--- config.mk ---
export PLATFORM = sky130hd
export DESIGN_NAME = qdec_core
export DESIGN_NICKNAME = d
export VERILOG_FILES = /design/src/logic/qdec_pkg.sv /design/src/logic/qdec_core.sv /design/src/logic/qdec_step_decode.sv
export VERILOG_INCLUDE_DIRS = /design/src /design/src/logic
export SDC_FILE = /design/constraint.sdc
export NUM_CORES = 1
export LEC_CHECK = 0
export BUFFER_PORTS_ARGS = -buffer_cell sky130_fd_sc_hd__buf_2
export CAP_MARGIN = 20
export CELL_PAD_IN_SITES_DETAIL_PLACEMENT = 1
export CELL_PAD_IN_SITES_GLOBAL_PLACEMENT = 1
export CORE_ASPECT_RATIO = 0.7
export CORE_MARGIN = 5
export CORE_UTILIZATION = 39
export CTS_CLUSTER_DIAMETER = 100
export DETAILED_ROUTE_END_ITERATION = 8
export HOLD_SLACK_MARGIN = 0.05
export PLACE_DENSITY = 0.81
export RECOVER_POWER = 100
export SYNTH_ARGS = -nofsm -noshare
export SYNTH_HDL_FRONTEND = slang
export SYNTH_SLANG_ARGS = --single-unit
export TNS_END_PERCENT = 1
--- constraint.sdc ---
create_clock -name i_clk_sys -period 5.4 [get_ports i_clk_sys]
set_input_delay 0.81 -clock i_clk_sys [delete_from_list [all_inputs] [get_ports i_clk_sys]]
set_output_delay 0.81 -clock i_clk_sys [all_outputs]
set_load 0.03 [all_outputs]
--- src/logic/qdec_params.svh ---
// offsets, field positions, reset values and timing counts of the quadrature decoder
// assumes a 100 MHz system clock and a 12-bit byte address on the register bus
`ifndef QDEC_PARAMS_SVH
`define QDEC_PARAMS_SVH

// register byte offsets
`define QD_OFS_TASKS 12'h000
`define QD_OFS_IRQ_STATUS 12'h300
`define QD_OFS_IRQ_MASK 12'h304
`define QD_OFS_ENABLE 12'h500
`define QD_OFS_LIGHT_POL 12'h504
`define QD_OFS_SAMPLE_INT 12'h508
`define QD_OFS_LAST_VALUE 12'h50C
`define QD_OFS_REPORT_INT 12'h510
`define QD_OFS_TOTAL 12'h514
`define QD_OFS_SNAPSHOT 12'h518

// task register bits, each a write-one trigger
`define QD_TASK_START 0
`define QD_TASK_STOP 1
`define QD_TASK_SNAP_CLR 2
`define QD_TASK_READOUT_CLR 3

// event bits of status and mask registers
`define QD_EV_SAMPLE 0
`define QD_EV_REPORT 1
`define QD_EV_OVERFLOW 2
`define QD_EV_DOUBLE 3

// reset values
`define QD_RST_WORD 32'h00000000
`define QD_RST_CODE 4'h0
`define QD_RST_EVENTS 4'h0

// timing: one microsecond tick from the system clock
`define QD_CLK_PERIOD_NS 10
`define QD_TICK_NS 1000
`define QD_TICK_CYCLES (`QD_TICK_NS / `QD_CLK_PERIOD_NS)
`define QD_SAMPLE_BASE_US 128
`define QD_SAMPLE_CODE_MAX 4'hA
`define QD_REPORT_CODE_ONE 4'h8

// step codes from the phase decoder and the double count limit
`define QD_STEP_DOUBLE 2'h2
`define QD_DOUBLE_MAX 4'hF

`endif

--- src/logic/qdec_pkg.sv ---
// types shared by the quadrature decoder files
// constants live in qdec_params.svh
package qdec_pkg;
  typedef enum logic {RUN_IDLE, RUN_ACTIVE} run_state_e;
  typedef logic [1:0] step_t;
  typedef logic [31:0] word_t;
endpackage : qdec_pkg

--- src/logic/qdec_core.sv ---
// quadrature decoder core: APB register file, sample timer, motion total and events
// assumes an APB master on i_clk_sys and encoder phases already synchronous to it
`timescale 1ns/1ps
`include "qdec_params.svh"

// Notes on behaviour
// - writing enable one claims decoder and LED pins and starts operation
// - enable zero releases the decoder pins for general purpose use
// - LED lit by low level when polarity zero, high level when one
// - one sample per interval, 128 us doubled per code up to 131072 us
// - each sample is two's complement, sign gives rotation direction
// - both phases changing within one sample reports the value two
// - report codes 0-7 give 10..280 samples, code 8 gives one sample
// - report time equals sample interval times samples per report
// - every valid sample except double and overflowing ones is added into the 32-bit motion total
// - double transition samples leave the motion total unchanged
// - a sample that would overflow the total is dropped, overflow event raised
// - either read-and-clear task clears the motion total
// - either read-and-clear task first copies the total into the snapshot
// - report-ready fires after the selected samples when total is non-zero
// - double-ready fires after the selected samples when double count non-zero
module qdec_core
  import qdec_pkg::*;
#(
  parameter int P_SAMPLE_BASE_US = `QD_SAMPLE_BASE_US
) (
  input wire logic i_clk_sys,
  input wire logic i_reset_n,
  input wire logic i_psel,
  input wire logic i_penable,
  input wire logic i_pwrite,
  input wire logic [11:0] i_paddr,
  input wire logic [31:0] i_pwdata,
  output word_t o_prdata,
  output logic o_pready,
  output logic o_pslverr,
  input wire logic i_phase_a,
  input wire logic i_phase_b,
  output logic o_led,
  output logic o_led_oe,
  output logic o_pins_active,
  output logic o_irq
);

  // control registers
  logic decoder_enable, next_decoder_enable;
  logic light_polarity, next_light_polarity;
  logic [3:0] sample_interval, next_sample_interval;
  logic [3:0] report_interval, next_report_interval;
  logic [3:0] irq_mask, next_irq_mask;
  run_state_e run_state, next_run_state;
  // timing
  logic [6:0] tick_cnt, next_tick_cnt;
  logic [17:0] us_cnt, next_us_cnt;
  logic [8:0] rpt_cnt, next_rpt_cnt;
  // motion data
  word_t last_motion_value, next_last_motion_value;
  word_t motion_total, next_motion_total;
  word_t motion_total_snapshot, next_motion_total_snapshot;
  logic [3:0] double_count, next_double_count;
  logic [3:0] irq_status, next_irq_status;
  // bus and pins
  word_t next_prdata;
  logic next_pready, next_pslverr;
  logic next_led, next_led_oe, next_pins_active, next_irq;

  // decoded strobes
  logic access, wr_done, addr_hit;
  logic start_task, stop_task, clear_any, restart;
  logic tick_end, us_end, sample_pulse;
  logic step_valid, is_double, add_ovf, report_fire;
  step_t step;
  word_t step_word, rd_word;
  logic [32:0] sum;
  logic [17:0] interval_us;
  logic [8:0] report_target;
  logic [3:0] events;

  ////////////////////////////////////////////////////////////////////////////
  // apb: two-cycle access, write and read data taken on the pready edge
  assign access = i_psel && i_penable;
  assign wr_done = access && o_pready && i_pwrite;

  always_comb begin
    addr_hit = 1'b1;
    rd_word = `QD_RST_WORD;
    case (i_paddr)
      `QD_OFS_TASKS: rd_word = `QD_RST_WORD; // triggers read as zero
      `QD_OFS_IRQ_STATUS: rd_word = {28'h0, irq_status};
      `QD_OFS_IRQ_MASK: rd_word = {28'h0, irq_mask};
      `QD_OFS_ENABLE: rd_word = {31'h0, decoder_enable};
      `QD_OFS_LIGHT_POL: rd_word = {31'h0, light_polarity};
      `QD_OFS_SAMPLE_INT: rd_word = {28'h0, sample_interval};
      `QD_OFS_LAST_VALUE: rd_word = last_motion_value;
      `QD_OFS_REPORT_INT: rd_word = {28'h0, report_interval};
      `QD_OFS_TOTAL: rd_word = motion_total;
      `QD_OFS_SNAPSHOT: rd_word = motion_total_snapshot;
      default: addr_hit = 1'b0;
    endcase
  end

  // answer is computed in the first access cycle and held into the second
  always_comb begin
    next_pready = access && !o_pready;
    next_prdata = o_prdata;
    next_pslverr = 1'b0;
    if (access && !o_pready) begin
      next_prdata = i_pwrite ? `QD_RST_WORD : rd_word;
      next_pslverr = !addr_hit; // unmapped address answers with an error
    end
  end

  always_ff @(posedge i_clk_sys or negedge i_reset_n) begin
    if (!i_reset_n) begin
      o_pready <= 1'b0;
      o_prdata <= `QD_RST_WORD;
      o_pslverr <= 1'b0;
    end else begin
      o_pready <= next_pready;
      o_prdata <= next_prdata;
      o_pslverr <= next_pslverr;
    end
  end

  ////////////////////////////////////////////////////////////////////////////
  // tasks and control settings
  always_comb begin
    start_task = wr_done && i_paddr == `QD_OFS_TASKS && i_pwdata[`QD_TASK_START];
    stop_task = wr_done && i_paddr == `QD_OFS_TASKS && i_pwdata[`QD_TASK_STOP];
    clear_any = wr_done && i_paddr == `QD_OFS_TASKS
      && (i_pwdata[`QD_TASK_SNAP_CLR] || i_pwdata[`QD_TASK_READOUT_CLR]);
    next_decoder_enable = decoder_enable;
    next_light_polarity = light_polarity;
    next_sample_interval = sample_interval;
    next_report_interval = report_interval;
    next_irq_mask = irq_mask;
    if (wr_done) begin
      case (i_paddr)
        `QD_OFS_ENABLE: next_decoder_enable = i_pwdata[0];
        `QD_OFS_LIGHT_POL: next_light_polarity = i_pwdata[0];
        `QD_OFS_SAMPLE_INT: next_sample_interval = i_pwdata[3:0];
        `QD_OFS_REPORT_INT: next_report_interval = i_pwdata[3:0];
        `QD_OFS_IRQ_MASK: next_irq_mask = i_pwdata[3:0];
        default: next_irq_mask = irq_mask;
      endcase
    end
    // any write of one to enable (re)starts operation, as does start while enabled
    restart = (wr_done && i_paddr == `QD_OFS_ENABLE && i_pwdata[0])
      || (start_task && decoder_enable);
    case (run_state)
      RUN_IDLE: next_run_state = restart ? RUN_ACTIVE : RUN_IDLE;
      RUN_ACTIVE: next_run_state = (stop_task || !next_decoder_enable) ? RUN_IDLE : RUN_ACTIVE;
      default: next_run_state = RUN_IDLE;
    endcase
  end

  always_ff @(posedge i_clk_sys or negedge i_reset_n) begin
    if (!i_reset_n) begin
      decoder_enable <= 1'b0;
      light_polarity <= 1'b0;
      sample_interval <= `QD_RST_CODE;
      report_interval <= `QD_RST_CODE;
      irq_mask <= `QD_RST_EVENTS;
      run_state <= RUN_IDLE;
    end else begin
      decoder_enable <= next_decoder_enable;
      light_polarity <= next_light_polarity;
      sample_interval <= next_sample_interval;
      report_interval <= next_report_interval;
      irq_mask <= next_irq_mask;
      run_state <= next_run_state;
    end
  end

  ////////////////////////////////////////////////////////////////////////////
  // sample timer; codes above the largest behave as the largest
  always_comb begin
    interval_us = 18'(P_SAMPLE_BASE_US) << ((sample_interval > `QD_SAMPLE_CODE_MAX) ?
      `QD_SAMPLE_CODE_MAX : sample_interval);
    case (report_interval)
      4'h0: report_target = 9'd10;
      4'h1: report_target = 9'd40;
      4'h2: report_target = 9'd80;
      4'h3: report_target = 9'd120;
      4'h4: report_target = 9'd160;
      4'h5: report_target = 9'd200;
      4'h6: report_target = 9'd240;
      4'h7: report_target = 9'd280;
      `QD_REPORT_CODE_ONE: report_target = 9'd1;
      default: report_target = 9'd1;
    endcase
  end

  assign tick_end = tick_cnt == 7'(`QD_TICK_CYCLES - 1);
  assign us_end = us_cnt >= interval_us - 18'h1; // a shortened interval ends at once, no wrap
  assign sample_pulse = run_state == RUN_ACTIVE && !restart && tick_end && us_end;

  // the count of samples per report only advances on samples, so the report
  // time is the sample interval times the selected count
  always_comb begin
    next_tick_cnt = 7'h0;
    next_us_cnt = 18'h0;
    next_rpt_cnt = rpt_cnt;
    if (restart || run_state != RUN_ACTIVE) begin
      next_rpt_cnt = 9'h0;
    end else begin
      next_tick_cnt = tick_end ? 7'h0 : tick_cnt + 7'h1;
      next_us_cnt = !tick_end ? us_cnt : (us_end ? 18'h0 : us_cnt + 18'h1);
      if (report_fire) begin
        next_rpt_cnt = 9'h0;
      end else if (step_valid) begin
        next_rpt_cnt = rpt_cnt + 9'h1;
      end
    end
  end

  always_ff @(posedge i_clk_sys or negedge i_reset_n) begin
    if (!i_reset_n) begin
      tick_cnt <= 7'h0;
      us_cnt <= 18'h0;
      rpt_cnt <= 9'h0;
    end else begin
      tick_cnt <= next_tick_cnt;
      us_cnt <= next_us_cnt;
      rpt_cnt <= next_rpt_cnt;
    end
  end

  ////////////////////////////////////////////////////////////////////////////
  // phase decoder; ignores the pins while the decoder is released
  qdec_step_decode u_step (
    .i_clk_sys(i_clk_sys),
    .i_reset_n(i_reset_n),
    .i_restart(restart),
    .i_sample(sample_pulse),
    .i_phase_a(i_phase_a),
    .i_phase_b(i_phase_b),
    .o_step(step),
    .o_valid(step_valid)
  );

  ////////////////////////////////////////////////////////////////////////////
  // motion total; a sample landing with a clear is kept, not lost
  assign is_double = step == `QD_STEP_DOUBLE;
  assign step_word = is_double ? 32'h00000002 : {{30{step[1]}}, step};
  assign sum = {motion_total[31], motion_total} + {step_word[31], step_word};
  assign add_ovf = sum[32] != sum[31];
  assign report_fire = step_valid && rpt_cnt >= report_target - 9'h1; // lowered target fires on the next sample

  always_comb begin
    next_last_motion_value = last_motion_value;
    next_motion_total = motion_total;
    next_motion_total_snapshot = motion_total_snapshot;
    next_double_count = double_count;
    events = `QD_RST_EVENTS;
    if (step_valid) begin
      next_last_motion_value = step_word;
      events[`QD_EV_SAMPLE] = 1'b1;
    end
    if (clear_any) begin
      next_motion_total_snapshot = motion_total;
      next_motion_total = (step_valid && !is_double) ? step_word : `QD_RST_WORD;
      next_double_count = (step_valid && is_double) ? 4'h1 : 4'h0;
    end else if (step_valid && is_double) begin
      // total untouched; the double count saturates and then flags overflow
      if (double_count == `QD_DOUBLE_MAX) begin
        events[`QD_EV_OVERFLOW] = 1'b1;
      end else begin
        next_double_count = double_count + 4'h1;
      end
    end else if (step_valid && add_ovf) begin
      events[`QD_EV_OVERFLOW] = 1'b1;
    end else if (step_valid) begin
      next_motion_total = sum[31:0];
    end
    if (report_fire && next_motion_total != `QD_RST_WORD) begin
      events[`QD_EV_REPORT] = 1'b1;
    end
    if (report_fire && next_double_count != 4'h0) begin
      events[`QD_EV_DOUBLE] = 1'b1;
    end
  end

  always_ff @(posedge i_clk_sys or negedge i_reset_n) begin
    if (!i_reset_n) begin
      last_motion_value <= `QD_RST_WORD;
      motion_total <= `QD_RST_WORD;
      motion_total_snapshot <= `QD_RST_WORD;
      double_count <= 4'h0;
    end else begin
      last_motion_value <= next_last_motion_value;
      motion_total <= next_motion_total;
      motion_total_snapshot <= next_motion_total_snapshot;
      double_count <= next_double_count;
    end
  end

  ////////////////////////////////////////////////////////////////////////////
  // sticky events, write one to clear; a new event wins over its clear
  always_comb begin
    next_irq_status = irq_status;
    if (wr_done && i_paddr == `QD_OFS_IRQ_STATUS) begin
      next_irq_status = irq_status & ~i_pwdata[3:0];
    end
    next_irq_status = next_irq_status | events;
    next_irq = |(next_irq_status & next_irq_mask);
    // pins held only while enabled; LED lit whenever the decoder runs
    next_pins_active = next_decoder_enable;
    next_led_oe = next_decoder_enable;
    next_led = 1'b0;
    if (next_decoder_enable) begin
      next_led = (next_run_state == RUN_ACTIVE) ? next_light_polarity
        : !next_light_polarity;
    end
  end

  always_ff @(posedge i_clk_sys or negedge i_reset_n) begin
    if (!i_reset_n) begin
      irq_status <= `QD_RST_EVENTS;
      o_irq <= 1'b0;
      o_pins_active <= 1'b0;
      o_led_oe <= 1'b0;
      o_led <= 1'b0;
    end else begin
      irq_status <= next_irq_status;
      o_irq <= next_irq;
      o_pins_active <= next_pins_active;
      o_led_oe <= next_led_oe;
      o_led <= next_led;
    end
  end
endmodule : qdec_core

--- src/logic/qdec_step_decode.sv ---
// phase pair decoder: turns two quadrature phases into a signed step per sample
// assumes phase inputs synchronous to the clock and a one-cycle sample strobe
`timescale 1ns/1ps
`include "qdec_params.svh"

module qdec_step_decode
  import qdec_pkg::*;
(
  input wire logic i_clk_sys,
  input wire logic i_reset_n,
  input wire logic i_restart,
  input wire logic i_sample,
  input wire logic i_phase_a,
  input wire logic i_phase_b,
  output step_t o_step,
  output logic o_valid
);

  logic [1:0] prev_pos;
  logic [1:0] next_prev_pos;
  step_t next_step;
  logic next_valid;
  logic [1:0] cur_pos;

  ////////////////////////////////////////////////////////////////////////////
  // gray position 00,01,11,10 -> 0..3; step is the position difference mod 4,
  // so +1 = 01, -1 = 11 and two positions (both phases moved) = 10
  assign cur_pos = {i_phase_a, i_phase_a ^ i_phase_b};

  always_comb begin
    next_prev_pos = prev_pos;
    next_step = o_step;
    next_valid = 1'b0;
    if (i_restart) begin
      next_prev_pos = cur_pos; // seed so the first sample is not a jump
    end else if (i_sample) begin
      next_step = step_t'(cur_pos - prev_pos);
      next_valid = 1'b1;
      next_prev_pos = cur_pos;
    end
  end

  always_ff @(posedge i_clk_sys or negedge i_reset_n) begin
    if (!i_reset_n) begin
      prev_pos <= 2'h0;
      o_step <= 2'h0;
      o_valid <= 1'b0;
    end else begin
      prev_pos <= next_prev_pos;
      o_step <= next_step;
      o_valid <= next_valid;
    end
  end
endmodule : qdec_step_decode

* Word level (Yosys, flattened, before mapping)
Memories as Yosys holds them, arrays and structs flattened.
Index checks and enable logic that the tools add are counted.
** Cells by class
- Reduce and logical (&&, ||, !) cells :: 42
- $mul :: 0
- Bitwise operators :: 7
- Order comparisons :: 3
- Shift operators :: 1
- Add/subtract/negate cells :: 8
- Equal/unequal tests :: 13
- Mux-type cells :: 46
- Divide/modulo/power cells :: 0
** Operators by type and width (number)
- $pmux 32 s9 :: 1
- $mux 32 :: 7
- $eq 12x11->1 const B :: 7
- $mux 18 :: 3
- $add 32x32->33 :: 1
- $reduce_bool 32->1 :: 1
- $mux 4 :: 7
- $mux 9 :: 3
- $eq 12x10->1 const B :: 2
- $logic_and 1x1->1 :: 21
- $mux 1 :: 20
- $add 18x1->18 const B :: 1
- $ge 18x18->1 :: 1
- $shl 8x4->18 const A :: 1
- $sub 18x1->18 const B :: 1
- $mux 7 :: 2
- $logic_not 12->1 :: 1
- $reduce_or 10->1 :: 1
- $add 9x1->9 const B :: 1
- $ge 9x9->1 :: 1
- $sub 9x1->9 const B :: 1
- $and 4x4->4 :: 2
- $add 7x1->7 const B :: 1
- $eq 7x7->1 const B :: 1
- other kinds (19) :: 32
** Storage, ports and cells
- Latch bits :: 0
- Memories :: 1
- Input port bits :: 51
- Word-level logic and storage cells :: 143
- Output and inout port bits :: 38
- Bits in read-only memories :: 128
- Memory bits (writable) :: 0
- Flip-flop bits (word level) :: 194
** Memories
- (name not given) :: words 16, width 8, rd ports 1, clocked after memory_dff 0, write ports 0, RTL line qdec_core.sv:180 : case (report_interval)

* Depth between registers and ports, before layout
Gate-level depths: netlist of the first run.
- Word-level depth :: 14
- Depth in mapped cells :: 16
- Mapped depth without buffers :: 15

* Modules after synthesis
Synthesis of the first run repeated with hierarchy kept, for this count alone.
** Unflattened totals
- Cell total of the unflattened synthesis :: 1204
- Area, all modules :: 10505.1 um^2
** By module, submodules not included
- qdec_core :: times used 1, area an instance 10271.1 um^2, seq. area each 4003.8 um^2, cells an instance 1188
- qdec_step_decode :: times used 1, area an instance 234.0 um^2, seq. area each 125.1 um^2, cells an instance 16

* Worst setup path after synthesis of the first run
OpenSTA, ideal clock, no wires.
- Path type :: register to register
- Start point :: register u_step.o_step[1]
- End point :: register motion_total[4]
- Stages on the path, launching flop included :: 14
- Clock period less this slack :: 4.000 ns
- Path buffers :: 1
- Setup slack :: 1.400 ns
- Data arrival time :: 3.856 ns
- Library setup time :: 0.144 ns
- Cells stage by stage :: dfrtp_1 and2_1 ha_1 a21o_1 a221o_1 and3_4 o21ai_4 o31ai_4 a311oi_4 xor2_2 nor2_2 buf_2 mux2i_1 o21ai_0
** On the way
- Cells in the longest elaborated chain, start to end :: 8
- Elaborated cells between the ends (all ways) :: 13
** RTL lines
- from (decl) :: RTL line qdec_step_decode.sv:15 : output step_t o_step,
- from (signal assigned) :: RTL line qdec_step_decode.sv:50 : o_step <= next_step;
- $eq 2x2->1 (no line)
- $mux 32 * :: RTL line qdec_core.sv:245 : assign step_word = is_double ? 32'h00000002 : {{30{step[1]}}, step};
- net step_word[10] :: RTL line qdec_core.sv:73 : word_t step_word, rd_word;
- $add 32x32->33 * :: RTL line qdec_core.sv:246 : assign sum = {motion_total[31], motion_total} + {step_word[31], step_word};
- $ne 1x1->1 * :: RTL line qdec_core.sv:247 : assign add_ovf = sum[32] != sum[31];
- $logic_and 1x1->1 * :: RTL line qdec_core.sv:271 : end else if (step_valid && add_ovf) begin
- $mux 32 * :: RTL line qdec_core.sv:271
- $mux 32 * :: RTL line qdec_core.sv:264 : end else if (step_valid && is_double) begin
- $mux 32 * :: RTL line qdec_core.sv:260 : if (clear_any) begin
- net next_motion_total[4] :: RTL line qdec_core.sv:58 : word_t motion_total, next_motion_total;
- to (signal assigned) :: RTL line qdec_core.sv:287 : motion_total <= `QD_RST_WORD;
- to (signal assigned) :: RTL line qdec_core.sv:292 : motion_total <= next_motion_total;
- to (decl) :: RTL line qdec_core.sv:58
Mark *: on every way through the listed nets, which the timed path passes. The rest lies on a longest branch.
A chain may end at the register's enable or synchronous reset.

* Worst setup path after layout of the first run
- Start point :: register u_step.o_step[0]
- End point :: register motion_total[20]
** On the way
- Cells in the longest elaborated chain, start to end :: 8
- Elaborated cells between the ends (all ways) :: 13
** RTL lines (RTL line)
- $eq 2x2->1 (no line) *
- $mux 32 * :: qdec_core.sv:245
- net step_word[10] :: qdec_core.sv:73
- $add 32x32->33 * :: qdec_core.sv:246
- $ne 1x1->1 :: qdec_core.sv:247
- $logic_and 1x1->1 :: qdec_core.sv:271
- $mux 32 * :: qdec_core.sv:271
- $mux 32 * :: qdec_core.sv:264
- $mux 32 * :: qdec_core.sv:260
- net next_motion_total[20] :: qdec_core.sv:58
Marks and branches as above.

==> results.cfg, run 1 <==
[setup_path]
worstPathBufferInverterCount = 1
cp-start-kind = flop
cpLargestDelayFamily = simple AND/OR/NAND/NOR gates
path_common_cell = and3_1
path_class = flop to flop
cp_data_arrival_time_ns = 5.33
critPathRequiredTime_ns = 5.72
path_max_fanout = 32
cpMaxStageDelayCell = nand2_1
crit_chain = and2_0 > buf_4 > ha_1 > a21o_1 > a221o_1 > and3_1 > o21ai_4 > o31ai_1 > a311oi_1 > xnor2_1 > nand2_1 > and3_1 > or3_1
critPathCaptureType = flop
max_stage_delay_ns = 0.62

[timing]
skew_ns = 0.0117
setup_viol = 0
setup_tns_ns = 0
worst_pin_slew_ns = 4.18
min_period_ns = 5.01
fin_ws_ns = 0.395
finalCritPeriodShare = 0.927
hold_viol = 0
rsz0062_at_grt = false
fmax_ghz = 0.200
max_slew_margin = -1.79
maxSlewViolCount = 201

[logic_synthesis]
synth-edff-count = 0
synth_cell_types = 84
synthAdderAreaFrac = 0.0760
syn_avg_cell_area_um2 = 8.81
synthMuxAreaShare = 0.0349
synth-async-reset-ratio = 1.00
synth_area_um2 = 10500
synth_top_family_by_area = compound AO/OA/AOI/OAI gates
ys_warn_count = 0
synth-seq-area-share = 0.394
synth_compound_area_frac = 0.215
synthSimpleGateAreaFrac = 0.205
syn-instance-count = 1188
synth_seq_cells = 165
synth_xor_area_frac = 0.0350
synth_fp_nets = 1302
ys.flop_type = dfrtp_1

[global_routing]
antenna_found_initial = 0
grtUsageTotal = 0.215
grt_max_degree = 166
grt_first_pass_wirelength_um = 52800
grt-ovfl-total = 0
grt_pass1_vias = 9566

[min_path]
hp-class = flop to flop

[routing]
postRouteAntennaNets = 0
drtIter0Drc = 740
drtPass1Iterations = 5
via_per_inst = 5.97
routedWlPerCell_um = 20.5
routed_wl_um = 32700
num_vias = 9530
route.detailed.drc = 0

[floorplanning]
die_w_um = 206
rows = 50
die_area_um2 = 30300
core-area_um2 = 26600
die_h_um = 147
initial_core_util = 0.394
pin_count = 89

[cts]
post-cts-setup-buffers = 0
worst_skew_pair.late_latency_ns = 0.44
cts.repair.resized = 0
clkSinkCount = 165
clockRootBuffer = clkbuf_16
clk_path_buf_depth = 2
ctsHoldBuffers = 0
cts_made_buffers = 17
clkTransAtPathRegs_ns = 0.07
htree_levels = 4
tritoncts = built

[pwr]
p_leak_nw = 5.15
ir_drop_mv = 0.220
power_density_nw_per_um2 = 222

[placement]
numPortBuffers = 60
post-dp-hpwl_um = 23200
pre_cts_slack_ns = 0.780
place_congestion = 0.930

[status]
violations = capacitance limit, slew limit
outcome = finished with violations

[flow_run]
max-cap-violations = 2

[final_layout]
drive_gt1_frac = 0.0689
final_common_cell = nand2_1
syn2layout_area_growth_pct = 9.89
fillerInstances = 3131
final_cell_mix = nand2_1 (220), dfrtp_1 (165), o21ai_0 (129)
diodes = 0
finish.net_count = 1334
layer usage:
layer / track usage / wire length (um)
met5: 0 / 0
met3: 0.0364 / 2420
met2: 0.315 / 13900
met1: 0.334 / 15900
met4: 0.0439 / 400
report_power, final:
| part | leakage [nW] | internal (mW) | switching, mW |
|---|---|---|---|
| logic | 2.72 | 0.0114 | 0.0471 |
| registers | 2.14 | 1.24 | 0.000722 |
| clock network | 0.295 | 0.635 | 0.625 |
stage by stage:
stage / cell area [um2] / hold WS [ns] / std cells / utilization / total power, mW
detailed placement: 11000 / 0.452 / 1565 / 0.415 / 1.32
finish: 11500 / 0.459 / 1597 / 0.433 / 2.55
global route: 11500 / 0.488 / 1597 / 0.433 / 2.63
CTS: 11700 / 0.464 / 1597 / 0.439 / 2.57
floorplan: 10500 / 0.423 / 1188 / - / 1.28
global placement: 11000 / 0.442 / 1565 / 0.415 / 1.32
cell families (layout without fill, tap and decap cells):
| family | after synthesis | count (layout) |
|---|---|---|
| mux | 35 | 35 |
| buf+inv | 89 | 134 |
| xor+xnor | 41 | 41 |
| flops | 165 | 165 |
| simple gates | 450 | 450 |
| compound gates | 345 | 345 |
| fa+ha+maj | 63 | 63 |
state kept, by name, indices dropped and copies added (netlist names), 2 cells and up:
| name | cells |
|---|---|
| sample_interval | 4 |
| irq_status | 4 |
| u_step.o_step | 2 |
| irq_mask | 4 |
| us_cnt | 18 |
| rpt_cnt | 9 |
| report_interval | 4 |
| motion_total | 32 |
| double_count | 4 |
| last_motion_value | 3 |
| motion_total_snapshot | 32 |
| u_step.prev_pos | 2 |
| tick_cnt | 7 |
| o_prdata | 32 |
path summary, 6_finish.rpt:
check | start | end | slack [ns] | depth (start not counted)
setup reg to reg | u_step.o_step[0] | motion_total[20] | 0.39 | 13
max in group asynchronous | i_reset_n | motion_total_snapshot[9] | 1.04 | 2
hold / removal | tick_cnt[0] | tick_cnt[0] | 0.46 | 1
hold reg to reg | tick_cnt[0] | tick_cnt[0] | 0.46 | 1
min in group asynchronous | i_reset_n | rpt_cnt[6] | 1.77 | 2
setup / recovery | u_step.o_step[0] | motion_total[20] | 0.39 | 13
Yosys cell counts, types with 21 or more instances:
cell type    n  area [um2]
a21o_1      23         173
a21oi_1     52         260
a221oi_1    31         272
and3_1      29         181
clkbuf_1    33         124
dfrtp_1    165        4130
ha_1        62         776
inv_1       31         116
mux2i_1     23         230
nand2_1    219         822
nand3_1     25         125
nor2_1      63         236
nor3_1      21         105
o21ai_0    105         526
o21ai_1     38         190
xor2_1      21         184
cell type report:
class,count,area [um2],area share
Inverter,31,116,0.0101
Multi-Input combinational cell,934,5860,0.509
Clock buffer,17,425,0.0370
Timing Repair Buffer,71,323,0.0281
Clock inverter,15,195,0.0170
Tap cell,364,455,0.0396
Sequential cell,165,4130,0.359
Power figures use the tool's default switching activity.
==> run 2: changes to the inputs <==
--- a/config.mk
+++ b/config.mk
@@ -16,8 +16,9 @@
 export CTS_CLUSTER_DIAMETER = 100
 export DETAILED_ROUTE_END_ITERATION = 8
 export HOLD_SLACK_MARGIN = 0.05
-export PLACE_DENSITY = 0.81
+export PLACE_DENSITY_LB_ADDON = 0.1
 export RECOVER_POWER = 100
+export SKIP_LAST_GASP = 1
 export SYNTH_ARGS = -nofsm -noshare
 export SYNTH_HDL_FRONTEND = slang
 export SYNTH_SLANG_ARGS = --single-unit
==> run 2 against run 1 <==
  * The flow still finishes with violations (capacitance limit, slew limit)
  * Clock skew decreased by 0.0010 ns
  * Die area unchanged
  * Wire length up 2.5%
  * Setup slack better by 0.29 ns
  * Final area up 0.62%
  * Flip-flop and latch count unchanged
  * Clock power about the same
  * Core utilization grew 0.27 points
  * Sequential share of layout area shrank 0.22 points
  * Fmax rose by 6.1%
  * Largest cell class unchanged
  * Largest power group unchanged
  * Highest routed layer unchanged
==> results.cfg, run 2 (synthesized netlist as in run 1, its figures left out) <==
[setup_path]
crit_chain = and2_0 > buf_4 > ha_1 > a21oi_1 > o21ai_0 > a22o_1 > a211oi_1 > xor2_1 > nor4b_1 > buf_4 > nand4_1 > nor3_1 > o32ai_1 > nor4_1 > nor2_1
cpMaxStageDelayCell = nor4_1
cp_data_arrival_time_ns = 5.01
cpLargestDelayFamily = simple AND/OR/NAND/NOR gates
path_max_fanout = 32
cp-start-kind = flop
critPathRequiredTime_ns = 5.69
path_class = flop to flop
max_stage_delay_ns = 0.53
critPathCaptureType = flop
worstPathBufferInverterCount = 2
path_common_cell = buf_4

[global_routing]
grtUsageTotal = 0.222
busiest_layer = met1
grt.met3_usage = 0.0322
gr-usage-met2 = 0.281
grt_first_pass_wirelength_um = 53300
grt_max_degree = 166
grt-ovfl-total = 0
grt_pass1_vias = 8963
antenna_found_initial = 0
grt.met1_usage = 0.387

[timing]
worst_pin_slew_ns = 2.00
rsz0062_at_grt = false
max_slew_margin = -0.332
hold_viol = 0
skew_ns = 0.0107
setup_tns_ns = 0
min_period_ns = 4.72
fmax_ghz = 0.212
finalCritPeriodShare = 0.874
maxSlewViolCount = 77
setup_viol = 0

[final_layout]
reg.largest.list = motion_total x32, motion_total_snapshot x32, o_prdata x32
diodes = 0
final_common_cell = nand2_1
final_cell_mix = nand2_1 (220), dfrtp_1 (165), o21ai_0 (130)
finish.net_count = 1341
final_util = 0.435
syn2layout_area_growth_pct = 10.6
drive_gt1_frac = 0.0742

[cts]
clkTransAtPathRegs_ns = 0.07
cts_made_buffers = 17
clockRootBuffer = clkbuf_16
worst_skew_pair.late_latency_ns = 0.44
tritoncts = built
ctsHoldBuffers = 0
clkSinkCount = 165
clk_path_buf_depth = 2
post-cts-setup-buffers = 0
cts.repair.resized = 0
htree_levels = 4

[pwr]
power_density_nw_per_um2 = 222
p_leak_nw = 5.19
ir_drop_mv = 0.238

[routing]
via_per_inst = 5.78
route.detailed.drc = 0
drtPass1Iterations = 5
routedWlPerCell_um = 20.9
postRouteAntennaNets = 0
drtIter0Drc = 815
routed_wl_um = 33500
num_vias = 9265

[floorplanning]
die_h_um = 147
rows = 50
die_area_um2 = 30300
pin_count = 89
die_w_um = 206
core-area_um2 = 26600
initial_core_util = 0.394

[min_path]
hp-class = input pin to asynchronous set/reset pin

[status]
outcome = finished with violations
violations = capacitance limit, slew limit

[placement]
post-dp-hpwl_um = 24800
place_congestion = 0.854
numPortBuffers = 60

[flow_run]
max-cap-violations = 3
==> run 2: area by class of cell <==
cell class | count | area [um2]
Tap cell | 364 | 455
Fill cell | 3175 | 15000
Timing Repair Buffer | 78 | 404
Clock inverter | 14 | 164
Sequential cell | 165 | 4130
Clock buffer | 18 | 439
Inverter | 31 | 116
Multi-Input combinational cell | 934 | 5870
==> run 2: report_power, final <==
group / total, mW / leakage [nW] / internal [mW] / switching (mW)
Sequential: 1.24 / 2.14 / 1.24 / 0.000775
Combinational: 0.0599 / 2.76 / 0.0123 / 0.0475
Clock: 1.28 / 0.292 / 0.708 / 0.569
Total: 2.57 / 5.19 / 1.96 / 0.618
==> run 2: metal layers <==
metal | part of all wire | up-vias
li1 | - | 4397
met3 | 0.050 | 17
met4 | 0.0084 | 0
met5 | 0 | -
met2 | 0.38 | 210
met1 | 0.56 | 4641
==> run 2: path summary, 6_finish.rpt <==
path | from | end | slack [ns] | cells past startpoint
max in group asynchronous | i_reset_n | o_prdata[12] | 4.07 | 2
worst min-delay path | i_reset_n | rpt_cnt[1] | 0.45 | 2
worst min register to register | tick_cnt[0] | tick_cnt[0] | 0.46 | 1
worst max-delay path | u_step.o_step[1] | irq_status[1] | 0.68 | 15
worst max register to register | u_step.o_step[1] | irq_status[1] | 0.68 | 15
min in group i_clk_sys | tick_cnt[0] | tick_cnt[0] | 0.46 | 1
==> run 2: metrics by stage <==
| stage | area (um2) | instances | worst slack (ns) | power, mW | hold WS, ns |
|---|---|---|---|---|---|
| global route | 11600 | 1604 | 0.355 | 2.66 | 0.480 |
| detailed placement | 11100 | 1571 | 0.976 | 1.32 | 0.449 |
| global placement | 11100 | 1571 | 0.992 | 1.32 | 0.445 |
| floorplan | 10500 | 1188 | 1.40 | 1.28 | 0.423 |
| finish | 11600 | 1604 | 0.683 | 2.57 | 0.453 |
| CTS | 11700 | 1603 | 0.961 | 2.61 | 0.460 |
